File: src/hw/vic_map.vh
// Register offsets, field positions and reset values of the interrupt controller
`ifndef VIC_MAP_VH
`define VIC_MAP_VH

// Byte offsets on the register bus
`define VIC_ENABLE 8'h00
`define VIC_STATUS 8'h04
`define VIC_CLEAR 8'h08
`define VIC_SET 8'h0C
`define VIC_MASTER 8'h10
`define VIC_PRIO 8'h14
`define VIC_EDGE 8'h18
`define VIC_STATE 8'h1C
`define VIC_VEC_BASE 8'h20
`define VIC_VEC_LAST 8'h34

// Request and enable flag positions
`define FLAG_INTERVAL 0
`define FLAG_BOTH_EDGE 1
`define FLAG_PIN_ZERO 2
`define FLAG_PIN_ONE 3
`define FLAG_SERIAL 4
`define FLAG_TIMER 5
`define FLAG_PULSE_GEN 6
`define FLAG_KEY 7
`define FLAG_CLOCK_TIMER 8
`define NUM_FLAGS 9
`define NUM_SLOTS 6

// Edge register fields
`define EDGE_ZERO_LO 0
`define EDGE_ONE_LO 2
`define EDGE_KEY_MODE 4
`define EDGE_KEY_SEL_LO 8

// Edge mode codes
`define EDGE_RISE 2'h0
`define EDGE_FALL 2'h1
`define EDGE_BOTH 2'h2
`define EDGE_OFF 2'h3

// Reset values
`define RST_FLAGS 9'h000
`define RST_PRIO 3'h0
`define RST_EDGE 16'h0000
`define RST_VECTOR 16'h0000

// Slot code shown when no slot is requested
`define SLOT_NONE 3'h7

`endif

File: src/hw/vectored_interrupt_control.v
// Vectored interrupt controller with Avalon-MM register slave
//
// The Avalon-MM slave port and the register addresses were chosen for this implementation.
`timescale 1ns/1ps

// What this block does
// - Interval timer event requests slot 1, vector entry 0002H, highest priority
// - Both-edge pin detects rise and fall, sharing slot 1 with interval timer
// - Pin zero selectable edge slot 2 (0004H); pin one slot 3 (0006H)
// - Serial completion requests slot 4, vector entry 0008H
// - Timer modulo match requests slot 5, vector entry 000AH
// - Pulse generator match requests slot 6, vector entry 000CH
// - Pin rise or selected key fall sets a testable flag, no vector
// - Clock timer only sets its testable flag, no vector
// - Simultaneous vectored requests resolved lowest slot number first
// - Vectoring needs both the source enable and the master enable
// - Each vector entry holds a software address, output on acceptance
// - Nesting allowed for the slot chosen by the priority select register
// - All request flags readable by software
// - Enabled requests release standby; disabled ones do not
// - Flags set on event, cleared automatically when the vector is accepted
// - Slot request is flag and enable together, also the standby release
// - Reset clears all request and enable flags
// - Priority select register uses only three low bits
module vectored_interrupt_control #(
	parameter VEC_W = 16
) (
	input wire ref_clk,
	input wire rstn,
	input wire [7:0] avs_address,
	input wire avs_read,
	input wire avs_write,
	input wire [31:0] avs_writedata,
	output reg [31:0] avs_readdata,
	output reg avs_waitrequest,
	input wire interval_timer_irq,
	input wire both_edge_pin_irq,
	input wire ext_pin_irq_zero,
	input wire ext_pin_irq_one,
	input wire serial_done_irq,
	input wire timer_match_irq,
	input wire pulse_gen_match_irq,
	input wire key_or_pin_testable_irq,
	input wire [7:0] key_input_line,
	input wire clock_timer_testable_irq,
	input wire cpu_ack,
	input wire cpu_return,
	output reg vec_req,
	output reg [2:0] vec_slot,
	output reg [VEC_W-1:0] vec_addr,
	output reg standby_release,
	output reg irq
);
`include "vic_map.vh"

localparam ST_IDLE = 3'b001;
localparam ST_LOW = 3'b010;
localparam ST_HIGH = 3'b100;

reg [`NUM_FLAGS-1:0] source_request_flag;
reg [`NUM_FLAGS-1:0] source_enable_flag;
reg master_irq_enable;
reg [2:0] priority_select_reg;
reg [15:0] edge_mode;
reg [VEC_W-1:0] vector_entry [0:`NUM_SLOTS-1];
reg [2:0] state;
reg nested;
reg key_level_prev;

wire [`NUM_FLAGS-1:0] pending;
wire [`NUM_SLOTS-1:0] vector_slot_request;
wire edge_both;
wire edge_zero;
wire edge_one;
wire edge_pin_two;
wire key_level;
wire key_fall;
wire [2:0] cand;
wire [2:0] hi_slot;
wire [7:0] slot_req_wide;
wire hi_req;
wire [2:0] offer;
wire slot_is_high;
wire take;
wire wr_fire;
wire [7:0] vec_off;
wire [2:0] vec_idx;
reg [`NUM_FLAGS-1:0] events;
reg [`NUM_FLAGS-1:0] sw_set;
reg [`NUM_FLAGS-1:0] sw_clr;
reg [`NUM_FLAGS-1:0] ack_clr;
reg [`NUM_FLAGS-1:0] next_flags;
reg [2:0] next_state;
reg next_nested;
reg [31:0] next_readdata;

// Lowest numbered requesting slot wins
function [2:0] pick_slot;
	input [`NUM_SLOTS-1:0] req;
	integer i;
	begin
		pick_slot = `SLOT_NONE;
		for (i = `NUM_SLOTS - 1; i >= 0; i = i - 1) begin
			if (req[i]) begin
				pick_slot = i[2:0];
			end
		end
	end
endfunction

// Whether a bus address falls in the vector entry group, word aligned
function is_vector_addr;
	input [7:0] addr;
	begin
		is_vector_addr = (addr >= `VIC_VEC_BASE) && (addr <= `VIC_VEC_LAST)
			&& (addr[1:0] == 2'h0);
	end
endfunction

edge_pick u_both (
	.ref_clk(ref_clk),
	.rstn(rstn),
	.level(both_edge_pin_irq),
	.mode(`EDGE_BOTH),
	.pulse(edge_both)
);

edge_pick u_zero (
	.ref_clk(ref_clk),
	.rstn(rstn),
	.level(ext_pin_irq_zero),
	.mode(edge_mode[`EDGE_ZERO_LO+1:`EDGE_ZERO_LO]),
	.pulse(edge_zero)
);

edge_pick u_one (
	.ref_clk(ref_clk),
	.rstn(rstn),
	.level(ext_pin_irq_one),
	.mode(edge_mode[`EDGE_ONE_LO+1:`EDGE_ONE_LO]),
	.pulse(edge_one)
);

edge_pick u_two (
	.ref_clk(ref_clk),
	.rstn(rstn),
	.level(key_or_pin_testable_irq),
	.mode(`EDGE_RISE),
	.pulse(edge_pin_two)
);

// Selected keys act as one wired line: any low key masks the others
assign key_level = &(key_input_line | ~edge_mode[`EDGE_KEY_SEL_LO+7:`EDGE_KEY_SEL_LO]);
assign key_fall = key_level_prev & ~key_level & (|edge_mode[`EDGE_KEY_SEL_LO+7:`EDGE_KEY_SEL_LO]);

always @* begin
	events = {`NUM_FLAGS{1'b0}};
	events[`FLAG_INTERVAL] = interval_timer_irq;
	events[`FLAG_BOTH_EDGE] = edge_both;
	events[`FLAG_PIN_ZERO] = edge_zero;
	events[`FLAG_PIN_ONE] = edge_one;
	events[`FLAG_SERIAL] = serial_done_irq;
	events[`FLAG_TIMER] = timer_match_irq;
	events[`FLAG_PULSE_GEN] = pulse_gen_match_irq;
	events[`FLAG_KEY] = edge_mode[`EDGE_KEY_MODE] ? key_fall : edge_pin_two;
	events[`FLAG_CLOCK_TIMER] = clock_timer_testable_irq;
end

assign pending = source_request_flag & source_enable_flag;

// Slot 1 is shared by two sources; testable flags 7 and 8 map to no slot
assign vector_slot_request[0] = pending[`FLAG_INTERVAL] | pending[`FLAG_BOTH_EDGE];
genvar g;
generate
	for (g = 1; g < `NUM_SLOTS; g = g + 1) begin : g_slot
		assign vector_slot_request[g] = pending[g + 1];
	end
endgenerate

assign cand = pick_slot(vector_slot_request);
// Priority code 0 or 7 points past the slots, so nothing nests then
assign hi_slot = priority_select_reg - 3'h1;
assign slot_req_wide = {{(8-`NUM_SLOTS){1'b0}}, vector_slot_request};
assign hi_req = slot_req_wide[hi_slot];

// Inside a low handler only the selected slot may cut in, whatever else waits
assign offer = state[1] ? (hi_req ? hi_slot : `SLOT_NONE) : cand;
assign slot_is_high = ({1'b0, vec_slot} + 4'h1) == {1'b0, priority_select_reg};
assign take = vec_req & cpu_ack;
assign wr_fire = avs_write & ~avs_waitrequest;
assign vec_off = avs_address - `VIC_VEC_BASE;
assign vec_idx = vec_off[4:2];

// Clear only the flags that caused the accepted vector
always @* begin
	ack_clr = {`NUM_FLAGS{1'b0}};
	if (take) begin
		if (vec_slot == 3'h0) begin
			ack_clr[`FLAG_INTERVAL] = pending[`FLAG_INTERVAL];
			ack_clr[`FLAG_BOTH_EDGE] = pending[`FLAG_BOTH_EDGE];
		end else begin
			ack_clr[vec_slot + 3'h1] = 1'b1;
		end
	end
end

always @* begin
	sw_set = {`NUM_FLAGS{1'b0}};
	sw_clr = {`NUM_FLAGS{1'b0}};
	if (wr_fire && avs_address == `VIC_SET) begin
		sw_set = avs_writedata[`NUM_FLAGS-1:0];
	end
	if (wr_fire && avs_address == `VIC_CLEAR) begin
		sw_clr = avs_writedata[`NUM_FLAGS-1:0];
	end
end

// A new event wins over any clear in the same cycle
always @* begin
	next_flags = (source_request_flag & ~sw_clr & ~ack_clr) | sw_set | events;
end

always @* begin
	next_state = state;
	next_nested = nested;
	if (take) begin
		if (state[0]) begin
			next_state = slot_is_high ? ST_HIGH : ST_LOW;
			next_nested = 1'b0;
		end else begin
			next_state = ST_HIGH;
			next_nested = 1'b1;
		end
	end else if (cpu_return) begin
		case (state)
			ST_HIGH: begin
				next_state = nested ? ST_LOW : ST_IDLE;
				next_nested = 1'b0;
			end
			ST_LOW: next_state = ST_IDLE;
			default: next_state = ST_IDLE;
		endcase
	end
end

always @* begin
	next_readdata = 32'h00000000;
	if (avs_address == `VIC_ENABLE) begin
		next_readdata[`NUM_FLAGS-1:0] = source_enable_flag;
	end else if (avs_address == `VIC_STATUS) begin
		next_readdata[`NUM_FLAGS-1:0] = source_request_flag;
	end else if (avs_address == `VIC_MASTER) begin
		next_readdata[0] = master_irq_enable;
	end else if (avs_address == `VIC_PRIO) begin
		next_readdata[2:0] = priority_select_reg;
	end else if (avs_address == `VIC_EDGE) begin
		next_readdata[15:0] = edge_mode;
	end else if (avs_address == `VIC_STATE) begin
		next_readdata[2:0] = state;
		next_readdata[3] = nested;
		next_readdata[6:4] = vec_slot;
		next_readdata[7] = vec_req;
	end else if (is_vector_addr(avs_address)) begin
		next_readdata[VEC_W-1:0] = vector_entry[vec_idx];
	end
end

// One wait cycle per access; write lands on the edge where wait is low
always @(posedge ref_clk or negedge rstn) begin
	if (!rstn) begin
		avs_waitrequest <= 1'b1;
		avs_readdata <= 32'h00000000;
	end else begin
		if ((avs_read | avs_write) & avs_waitrequest) begin
			avs_waitrequest <= 1'b0;
			avs_readdata <= next_readdata;
		end else begin
			avs_waitrequest <= 1'b1;
		end
	end
end

always @(posedge ref_clk or negedge rstn) begin
	if (!rstn) begin
		source_request_flag <= `RST_FLAGS;
		source_enable_flag <= `RST_FLAGS;
		master_irq_enable <= 1'b0;
		priority_select_reg <= `RST_PRIO;
		edge_mode <= `RST_EDGE;
	end else begin
		source_request_flag <= next_flags;
		if (wr_fire) begin
			if (avs_address == `VIC_ENABLE) begin
				source_enable_flag <= avs_writedata[`NUM_FLAGS-1:0];
			end else if (avs_address == `VIC_MASTER) begin
				master_irq_enable <= avs_writedata[0];
			end else if (avs_address == `VIC_PRIO) begin
				priority_select_reg <= avs_writedata[2:0];
			end else if (avs_address == `VIC_EDGE) begin
				edge_mode <= avs_writedata[15:0];
			end
		end
	end
end

genvar v;
generate
	for (v = 0; v < `NUM_SLOTS; v = v + 1) begin : g_vec
		always @(posedge ref_clk or negedge rstn) begin
			if (!rstn) begin
				vector_entry[v] <= `RST_VECTOR;
			end else if (wr_fire && is_vector_addr(avs_address) && vec_idx == v) begin
				vector_entry[v] <= avs_writedata[VEC_W-1:0];
			end
		end
	end
endgenerate

always @(posedge ref_clk or negedge rstn) begin
	if (!rstn) begin
		key_level_prev <= 1'b1;
		state <= ST_IDLE;
		nested <= 1'b0;
		vec_req <= 1'b0;
		vec_slot <= `SLOT_NONE;
		vec_addr <= {VEC_W{1'b0}};
		standby_release <= 1'b0;
		irq <= 1'b0;
	end else begin
		key_level_prev <= key_level;
		state <= next_state;
		nested <= next_nested;
		// Re-arbitrate every cycle so late, higher requests overtake
		if (take || state[2]) begin
			vec_req <= 1'b0;
		end else begin
			vec_req <= master_irq_enable & (offer != `SLOT_NONE);
		end
		if (!take) begin
			vec_slot <= offer;
			if (offer != `SLOT_NONE) begin
				vec_addr <= vector_entry[offer];
			end
		end
		// Standby release ignores the master enable on purpose, testable flags included
		standby_release <= |pending;
		irq <= |pending;
	end
end

endmodule

File: src/hw/edge_pick.v
// Edge detector with selectable rising, falling, both or no edge
`timescale 1ns/1ps
module edge_pick (
	input wire ref_clk,
	input wire rstn,
	input wire level,
	input wire [1:0] mode,
	output reg pulse
);
`include "vic_map.vh"

reg prev;

always @(posedge ref_clk or negedge rstn) begin
	if (!rstn) begin
		prev <= 1'b0;
	end else begin
		prev <= level;
	end
end

always @* begin
	case (mode)
		`EDGE_RISE: pulse = level & ~prev;
		`EDGE_FALL: pulse = ~level & prev;
		`EDGE_BOTH: pulse = level ^ prev;
		default: pulse = 1'b0;
	endcase
end

endmodule

File: config.mk
export PLATFORM = sky130hd
export DESIGN_NAME = vectored_interrupt_control
export DESIGN_NICKNAME = d
export VERILOG_FILES = /design/src/hw/vectored_interrupt_control.v /design/src/hw/edge_pick.v
export VERILOG_INCLUDE_DIRS = /design/src /design/src/hw
export SDC_FILE = /design/constraint.sdc
export NUM_CORES = 1
export LEC_CHECK = 0
export BUFFER_PORTS_ARGS = -buffer_cell sky130_fd_sc_hd__buf_2
export CORE_UTILIZATION = 40
export DETAILED_ROUTE_END_ITERATION = 8
export PLACE_DENSITY = 0.55
export SYNTH_ARGS = -nofsm -noshare
export SYNTH_HDL_FRONTEND = slang
export SYNTH_SLANG_ARGS = --single-unit
File: constraint.sdc
create_clock -name ref_clk -period 3 [get_ports ref_clk]
set_input_delay 0.3 -clock ref_clk [delete_from_list [all_inputs] [get_ports ref_clk]]
set_output_delay 0.3 -clock ref_clk [all_outputs]
set_load 0.05 [all_outputs]
; ---- Word-level counts from Yosys, hierarchy flattened
; Cells that the tools add are included.
[op_classes]
addsub = 4
multipliers = 0
div_mod_pow = 0
magnitude_cmp = 7
eq_ne = 19
n_shift = 0
n_mux = 56
n_bitwise = 38
reduce_logical = 30
[ops]
columns = op, count
row1 = 16-bit 2-to-1 mux, 12
row2 = 16-bit binary-select mux with 3-bit select, 2
row3 = 9-bit 2-to-1 mux, 5
row4 = 3-bit 2-to-1 mux, 11
row5 = 8-bit by 5-bit == test with 1-bit output (second input constant), 4
row6 = 9-bit bitwise AND, 3
row7 = 9-bit NOT, 2
row8 = 9-bit bitwise OR, 2
row9 = 8-bit by 4-bit == test with 1-bit output (second input constant), 2
row10 = 8-bit 2-to-1 mux, 2
row11 = 15-bit 2-to-1 mux, 1
row12 = 7-bit 2-to-1 mux, 2
row13 = 13-bit 2-to-1 mux, 1
row14 = 1-bit logical AND, 12
row15 = 1-bit bitwise AND, 11
row16 = 1-bit NOT, 11
row17 = 1-bit 2-to-1 mux, 10
row18 = 2-bit 2-to-1 mux, 5
row19 = 3-bit == test (second input constant), 3
row20 = 9-bit OR reduction, 1
row21 = 8-bit by 3-bit == test with 1-bit output (second input constant), 1
row22 = 4-bit >= comparator (second input constant), 2
row23 = 8-bit by 6-bit >= comparator with 1-bit output (second input constant), 1
row24 = 8-bit by 6-bit <= comparator with 1-bit output (second input constant), 1
row25 = 33 further kinds, 47
[totals]
ff_bits = 181
latch_bits = 0
mem_bits_rw = 0
romBits = 0
in_bits = 63
output_inout_bits = 55
memories = 0

; ---- Longest topological paths before layout
; Gate-level depths: netlist (run 1).
[depth]
word_depth = 18
depth_mapped = 11
depth_no_buf = 8

; ---- Modules after synthesis
; From an unflattened synthesis (run 1), not the netlist that was laid out.
[unflattened]
hier_cells = 901
hier_area_um2 = 9813.2
[modules_own_cells]
columns = module, n_inst, cells_per_inst, area_each_um2, seq_area_each_um2
row1 = vectored_interrupt_control, 1, 869, 9492.9, 4436.8
row2 = edge_pick, 4, 8, 80.1, 25.0

; ---- Worst setup path after synthesis (run 1)
; OpenSTA, ideal clock, no wires.
[synth_timing]
path_kind = register -> register
startpoint = reg priority_select_reg[0]
endpoint = reg vec_addr[0]
arrival_time_ns = 2.479
required_ns = 2.866
slack_ns = 0.387
path_stages_with_launch = 11
path_buffers = 2
period_less_slack_ns = 2.613
path_cell_list = dfrtp_1 buf_6 inv_1 ha_1 and2_4 a221o_1 o31ai_4 a22oi_4 buf_6 a222oi_1 o21ai_1
[synth_between]
elab_chain_len = 9
word_cells_on_any_way = 11
classes_between = add/sub (1) / eq/ne (1) / mux (7) / bitwise (1) / reduce/logical (1)
[synth_rtl]
columns = element, line_no
row1 = from (decl), vectored_interrupt_control.v:63  ; reg [2:0] priority_select_reg;
row2 = from (signal assigned), vectored_interrupt_control.v:288  ; priority_select_reg <= `RST_PRIO;
row3 = from (signal assigned), vectored_interrupt_control.v:298  ; priority_select_reg <= avs_writedata[2:0];
row4 = 3-bit by 1-bit subtractor with 3-bit output (*), vectored_interrupt_control.v:182  ; assign hi_slot = priority_select_reg - 3'h1;
row5 = 1-bit binary-select mux with 3-bit select, vectored_interrupt_control.v:184  ; assign hi_req = slot_req_wide[hi_slot];
row6 = 1-bit 2-to-1 mux (not written as such), vectored_interrupt_control.v:184
row7 = 3-bit 2-to-1 mux (no source line) (*), -
row8 = 3-bit 2-to-1 mux (*), vectored_interrupt_control.v:187  ; assign offer = state[1] ? (hi_req ? hi_slot : `SLOT_NONE) : cand;
row9 = 3-bit NOT with 4-bit output (not written as such), vectored_interrupt_control.v:342  ; vec_addr <= vector_entry[offer];
row10 = 16-bit binary-select mux with 3-bit select, vectored_interrupt_control.v:342
row11 = 16-bit 2-to-1 mux (not written as such) (2 in series), vectored_interrupt_control.v:342
row12 = to (signal assigned), vectored_interrupt_control.v:326  ; vec_addr <= {VEC_W{1'b0}};
row13 = to (signal assigned), vectored_interrupt_control.v:342
row14 = to (decl), vectored_interrupt_control.v:50  ; output reg [VEC_W-1:0] vec_addr,
; Mark *: on every way between the ends. The rest lies on a longest branch, timed or not. The select of a mux whose other input is x is not followed.
; A chain may end at the register's enable or synchronous reset.

; ---- Final worst setup path (run 1)
[layout_timing]
startpoint = reg priority_select_reg[1]
endpoint = reg vec_addr[4]
; The elaborated chain is that of the path after synthesis.

==> flow_summary.yaml, run 1 <==
yosys:
  yosys-top-cells-area: "dfrtp_1, mux2_2, mux4_2, o21ai_0, mux2i_1"
  avgSynthCellArea_um2: 11.51
  yosysWarningCount: 0
  yosysSeqAreaShare_pct: 47.73
  synth_area_um2: 9505
  ys_async_sr_fraction_pct: 100.0
  yosys_most_used_dff: "dfrtp_1"
  synth_area_leader_cell: "dfrtp_1"
  synth_edf_count: 0
  syn_inst: 826
  synthTopCellsByCount: "dfrtp_1, mux2_2, nand2_1"
  yosys.area.top_type_share_pct: 46.07
  yosysMostFrequentCell: "dfrtp_1"
  synth_seq_cells: 181
  synth_cell_types: 71
floorplanning:
  die_y_um: 156.2
  die_x_um: 156.2
  ioPinCount: 118
  dieArea_um2: 24380
  start_util_pct: 40.62
  fp-row-count: 56
  core_area_um2: 23400
hold_path:
  min-delay-path-class: "in2reg"
timing:
  worst_clock_skew_ns: 0.01224
  period_share_pct: 96.17
  tns_ns: 0
  final_max_slew_viol_count: 0
  slew_headroom_pct: 28.50
  max_freq_mhz: 346.6
  setup_viol: 0
  hold_viol: 0
  fin_hold_ws_ns: 0.03911
  finalCriticalPeriod_ns: 2.885
  worst_slew_pin_slew_ns: 1.065
finish:
  fin_nets: 994
  synthToLayoutAreaGrowth_pct: 16.02
  final_util_pct: 47.12
  n_antenna_cell: 0
  drive_gt1_share_pct: 35.11
  regMostFlops: "vector_entry"
  largest_reg_flops: 96
grt:
  antenna_found_initial: 0
  globalRouteOverflowTotal: 0
  grt_pass1_vias: 7178
  grt_max_degree: 81
  grt_pass1_wl_um: 44120
  grt.total_usage_pct: 24.32
drt:
  vias_per_cell: 5.709
  routed_wl_um: 27940
  dr.first_iter.drc_count: 544
  drc_errors: 0
  vias: 7171
  wl_per_cell_um: 22.25
  dr.pass1.iters: 5
  final_antenna_net_count: 0
power:
  switching_share_pct: 34.20
  pwr-share-comb_pct: 19.8
  p_int_mw: 4.079
  p_clk_share_pct: 36.8
  seqPwrFrac_pct: 43.4
  p_leak_nw: 5.142
  switching_power_mw: 2.120
  powerDensity_nw_per_um2: 562.1
  ir_drop_uv: 314.5
critical_path:
  crit_type: "reg2reg"
  path_max_fanout: 13
  arrival_ns: 3.24
  critPathCaptureType: "flop"
  required_ns: 3.36
  critical_path.startpoint_type: "flop"
clocking:
  h-tree-depth: 4
  cts_root_buffer: "clkbuf_16"
  cts_tree: "built"
  clk_pin_slew_worst_paths_ns: 0.08
  clk_path_buf_depth: 2
  numCtsBuffers: 17
  clock_latency_ns: 0.45
  clock_sinks: 181
run_status:
  status: "completed"
placed_design:
  dp_hpwl_um: 19510
  port_buffers: 85
  gp_congestion: 0.9359
run:
  drv_cap: 0
## area by class of cell
cell class | count | area (um^2)
Clock buffer | 17 | 425.4
Clock inverter | 15 | 177.7
Multi-Input combinational cell | 561 | 4524
Sequential cell | 181 | 4537
Tap cell | 319 | 399.1
Timing Repair Buffer | 135 | 859.6
Inverter | 28 | 105.1
Fill cell | 2246 | 12370
## layer usage
| layer | GRT usage (%) | share of wire (%) | vias to the layer above |
|---|---|---|---|
| li1 | - | - | 3258 |
| met4 | 7.143 | 1.5 | 0 |
| met3 | 3.361 | 4.1 | 35 |
| met1 | 35.00 | 48 | 3677 |
| met2 | 37.99 | 47 | 201 |
| met5 | 0 | 0 | - |
## through the flow
step	total power [mW]	area, um^2	setup slack [ns]	cells
final	6.199	11030	0.1150	1256
after global routing	6.453	11030	-0.009798	1256
after CTS	6.233	10980	0.02574	1253
after detailed placement	3.942	10330	-0.007838	1216
after global placement	3.931	10330	0.06984	1216
after floorplan	3.557	9562	0.3866	841
## final timing paths
path	start	to	slack, ns	cells after the start
min in group asynchronous	rstn	avs_readdata[11]	0.44	2
max in group asynchronous	rstn	vec_slot[1]	1.74	3
min reg2reg	avs_readdata[9]	avs_readdata[9]	0.48	2
min	interval_timer_irq	source_request_flag[0]	0.04	2
max reg2reg	priority_select_reg[1]	vec_addr[4]	0.12	8
max	priority_select_reg[1]	vec_addr[4]	0.12	8
## power by group through the flow
stage / logic [mW] / registers (mW) / clock network [mW]
final: 1.23 / 2.69 / 2.28
after global routing: 1.32 / 2.71 / 2.43
after CTS: 1.21 / 2.69 / 2.33
after detailed placement: 1.21 / 2.74 / 0
after global placement: 1.20 / 2.74 / 0
after floorplan: 0.576 / 2.98 / 0
## worst max-delay path, stage by stage, from the launching register on
cell and delay, ns:
dfrtp_1 0.39, inv_1 0.10, ha_1 0.29, and2_4 0.18, a221o_1 0.38, o221a_4 0.31, nor4_4 0.80, a222oi_1 0.20
o21ai_1 0.16
## logic make-up (layout without fill, tap and decap cells)
family / count (synthesis) / count (layout) / synth area share, %
multiplexers: 159 / 159 / 20.39
AND/OR/NAND/NOR: 177 / 177 / 9.833
XOR/XNOR: 5 / 5 / 0.4607
AO/OA/AOI/OAI: 197 / 197 / 15.35
other: 1 / 16 / 0.03945
buffers and inverters: 99 / 195 / 5.278
adder cells (fa/ha/maj): 7 / 7 / 0.9214
flip-flops: 181 / 181 / 47.73
## cell usage in the layout, fill, tap and decap left out, types with 5 or more instances in the layout
cell type	count
nor3_1	17
a221oi_1	5
dfrtp_1	175
or3_1	16
and3_1	5
buf_4	42
inv_1	28
nand3b_1	6
nand3_1	18
buf_2	84
inv_6	5
ha_1	7
a211o_1	6
dfstp_2	6
mux4_2	16
conb_1	16
clkinv_8	5
nor2_1	15
o21ai_1	11
xor2_1	5
o211ai_1	7
a221o_1	5
dlygate4sd3_1	5
a21oi_1	19
nand2_1	64
o211ai_2	8
o22ai_1	17
clkbuf_16	17
nand2b_1	10
o21ai_0	60
a222oi_1	13
mux2i_1	26
a22oi_1	11
mux2_2	117
## what timing repair did
action,CTS,global route
hold buffers,5,0
endpoints found under the hold margin,78,0
gates resized for setup,0,1
pin swaps,1,4
endpoints found under the setup margin,9,14
setup buffers,0,3
Power figures use the tool's default switching activity.
==> inputs of run 2 (changes only) <==
==> constraint.sdc (replaced) <==
create_clock -name ref_clk -period 3.1 [get_ports ref_clk]
set_input_delay 0.31 -clock ref_clk [delete_from_list [all_inputs] [get_ports ref_clk]]
set_output_delay 0.31 -clock ref_clk [all_outputs]
set_load 0.05 [all_outputs]
==> run 2 against run 1 <==
Effect of this change: sequential share of layout area grew 0.17 points; utilization shrank 0.20 points; maximum frequency shrank 0.19%; combinational power shrank 5%; die area is the same; cell area shrank 0.42%; critical path type unchanged; critical endpoint is now vec_addr[13].
==> flow_summary.yaml, run 2 (synthesis gave the netlist of run 1 again) <==
run_status:
  status: "completed"
critical_path:
  path_max_fanout: 13
  required_ns: 3.47
  r2r_cells: 8
  path_buf_inv: 1
  slowest_stage: "nor4_4"
  cp_slowest_stage_delay_ns: 0.79
  critical_path.startpoint_type: "flop"
  crit_cells: 8
  critPathCaptureType: "flop"
  ff2ff_setup_slack_ns: 0.21
  crit_chain: "inv_1 > ha_1 > and2_4 > a221o_1 > o221a_4 > nor4_4 > a222oi_1 > o21ai_1"
  worstReg2RegEnd: "vec_addr[13]"
  crit_type: "reg2reg"
  arrival_ns: 3.26
  cpLargestDelayFamily: "compound AO/OA/AOI/OAI gates"
  reg2reg_from: "priority_select_reg[0]"
finish:
  drive_gt1_share_pct: 34.66
  fin_nets: 989
  final_common_cell: "dfrtp_1"
  stdcell_count: 1251
  regMostFlops: "vector_entry"
  synthToLayoutAreaGrowth_pct: 15.53
  largest_reg_flops: 96
  final_util_pct: 46.93
  design_area_um2: 10980
  fillers: 2233
  layout_common_cells: "dfrtp_1, mux2_2, buf_2, nand2_1, o21ai_0"
  seq_area_um2: 4537
  multi_input_area_um2: 4523
  n_antenna_cell: 0
timing:
  max_freq_mhz: 346.0
  grt_setup_unrepaired: "false"
  setup_viol: 0
  period_share_pct: 93.24
  finalCriticalPeriod_ns: 2.890
  final_max_slew_viol_count: 0
  fin_hold_ws_ns: 0.06399
  tns_ns: 0
  hold_viol: 0
  finalWorstSetupSlack_ns: 0.2097
  worst_clock_skew_ns: 0.009529
  worst_slew_pin_slew_ns: 1.039
  slew_headroom_pct: 30.22
clocking:
  cts_root_buffer: "clkbuf_16"
  clk_path_buf_depth: 2
  numCtsBuffers: 17
  clock_sinks: 181
  cts_tree: "built"
  postCtsResizedCells: 0
  clock_latency_ns: 0.45
  clk_pin_slew_worst_paths_ns: 0.08
  h-tree-depth: 4
grt:
  grt_pass1_vias: 7156
  globalRouteOverflowTotal: 0
  grt_pass1_wl_um: 43550
  grt_max_degree: 80
  antenna_found_initial: 0
  grt.total_usage_pct: 24.05
drt:
  final_antenna_net_count: 0
  dr.first_iter.drc_count: 451
  met2_length_um: 12770
  wl_met3_um: 1357
  vias_per_cell: 5.715
  dr.pass1.iters: 7
  wirelength_met1_um: 13140
  routed_wl_um: 27790
  drc_errors: 0
  vias: 7150
  wl_per_cell_um: 22.22
  dr.max_layer_used: "met4"
floorplanning:
  fp-row-count: 56
  dieArea_um2: 24380
  start_util_pct: 40.62
  ioPinCount: 118
  die_y_um: 156.2
  core_area_um2: 23400
  die_x_um: 156.2
placed_design:
  port_buffers: 85
  gp_congestion: 0.9410
  dp_hpwl_um: 19440
  dpl-instance-area_um2: 10300
  place_inst: 1213
  place_ws_ns: 0.03661
power:
  p_int_mw: 4.030
  ir_drop_uv: 340.0
  seqPwrFrac_pct: 43.1
  p_clk_share_pct: 37.5
  p_leak_nw: 5.122
  powerDensity_nw_per_um2: 548.9
  switching_share_pct: 33.14
  pwr-share-comb_pct: 19.4
  switching_power_mw: 1.998
  power_mw: 6.028
hold_path:
  hold_end: "source_request_flag[0]"
  whs_path_depth: 2
  hp-start: "interval_timer_irq"
  min-delay-path-class: "in2reg"
run:
  drv_cap: 0
[run 2: cell types whose count changed in the layout (fill, tap and decap cells not counted)]
| cell | before | now |
|---|---|---|
| and2_2 | 1 | 0 |
| and2_1 | 3 | 4 |
| buf_12 | 3 | 2 |
| clkbuf_8 | 1 | 3 |
| clkinv_2 | 0 | 1 |
| bufinv_16 | 0 | 1 |
| buf_4 | 42 | 38 |
| clkinv_4 | 0 | 1 |
| inv_6 | 5 | 3 |
| clkinv_8 | 5 | 2 |
[run 2: layer usage]
metal,up-vias,track usage [%]
li1,3238,-
met2,235,36.86
met3,43,3.500
met1,3634,34.74
met4,0,7.983
met5,-,0
[run 2: repair_timing]
| action | in CTS | in global routing |
|---|---|---|
| buffers inserted | 0 | 1 |
| endpoints found under the hold margin | 76 | 0 |
| hold buffers | 5 | 0 |
| endpoints found under the setup margin | 0 | 13 |
[run 2: area by class of cell]
type | instances | area share (%)
clock inverters | 13 | 1.413
flip-flops and latches | 181 | 41.31
repair buffers | 130 | 7.372
clock buffers | 19 | 4.124
multi-input cells | 561 | 41.19
well taps | 319 | 3.634
inverters | 28 | 0.9570
[run 2: power by group through the flow]
stage               clock network, mW  logic, mW  registers [mW]
finish                           2.26       1.17            2.60
global route                     2.40       1.26            2.62
CTS                              2.29       1.17            2.60
detailed placement                  0       1.17            2.64
global placement                    0       1.16            2.64
floorplan                           0      0.557            2.89
[run 2: how the worst max path moves through the flow]
stage                                 startpoint           end  slack (ns)
final                     priority_select_reg[0]  vec_addr[13]        0.21
after global routing      priority_select_reg[0]   vec_addr[7]        0.04
after CTS                 priority_select_reg[0]  vec_addr[13]        0.03
after detailed placement  priority_select_reg[0]   vec_addr[5]        0.04
after global placement    priority_select_reg[0]   vec_addr[0]        0.13
after floorplan           priority_select_reg[0]   vec_addr[0]        0.49
[run 2: worst register-to-register path: cells and delay by family, from the launching register on]
| kind | cells | cell delay, ns |
|---|---|---|
| AOI/OAI and AO/OA | 4 | 1.12 |
| adders and majority gates | 1 | 0.26 |
| buffers and inverters | 1 | 0.11 |
| and+or+nand+nor | 2 | 0.96 |
| DFF | 1 | 0.38 |
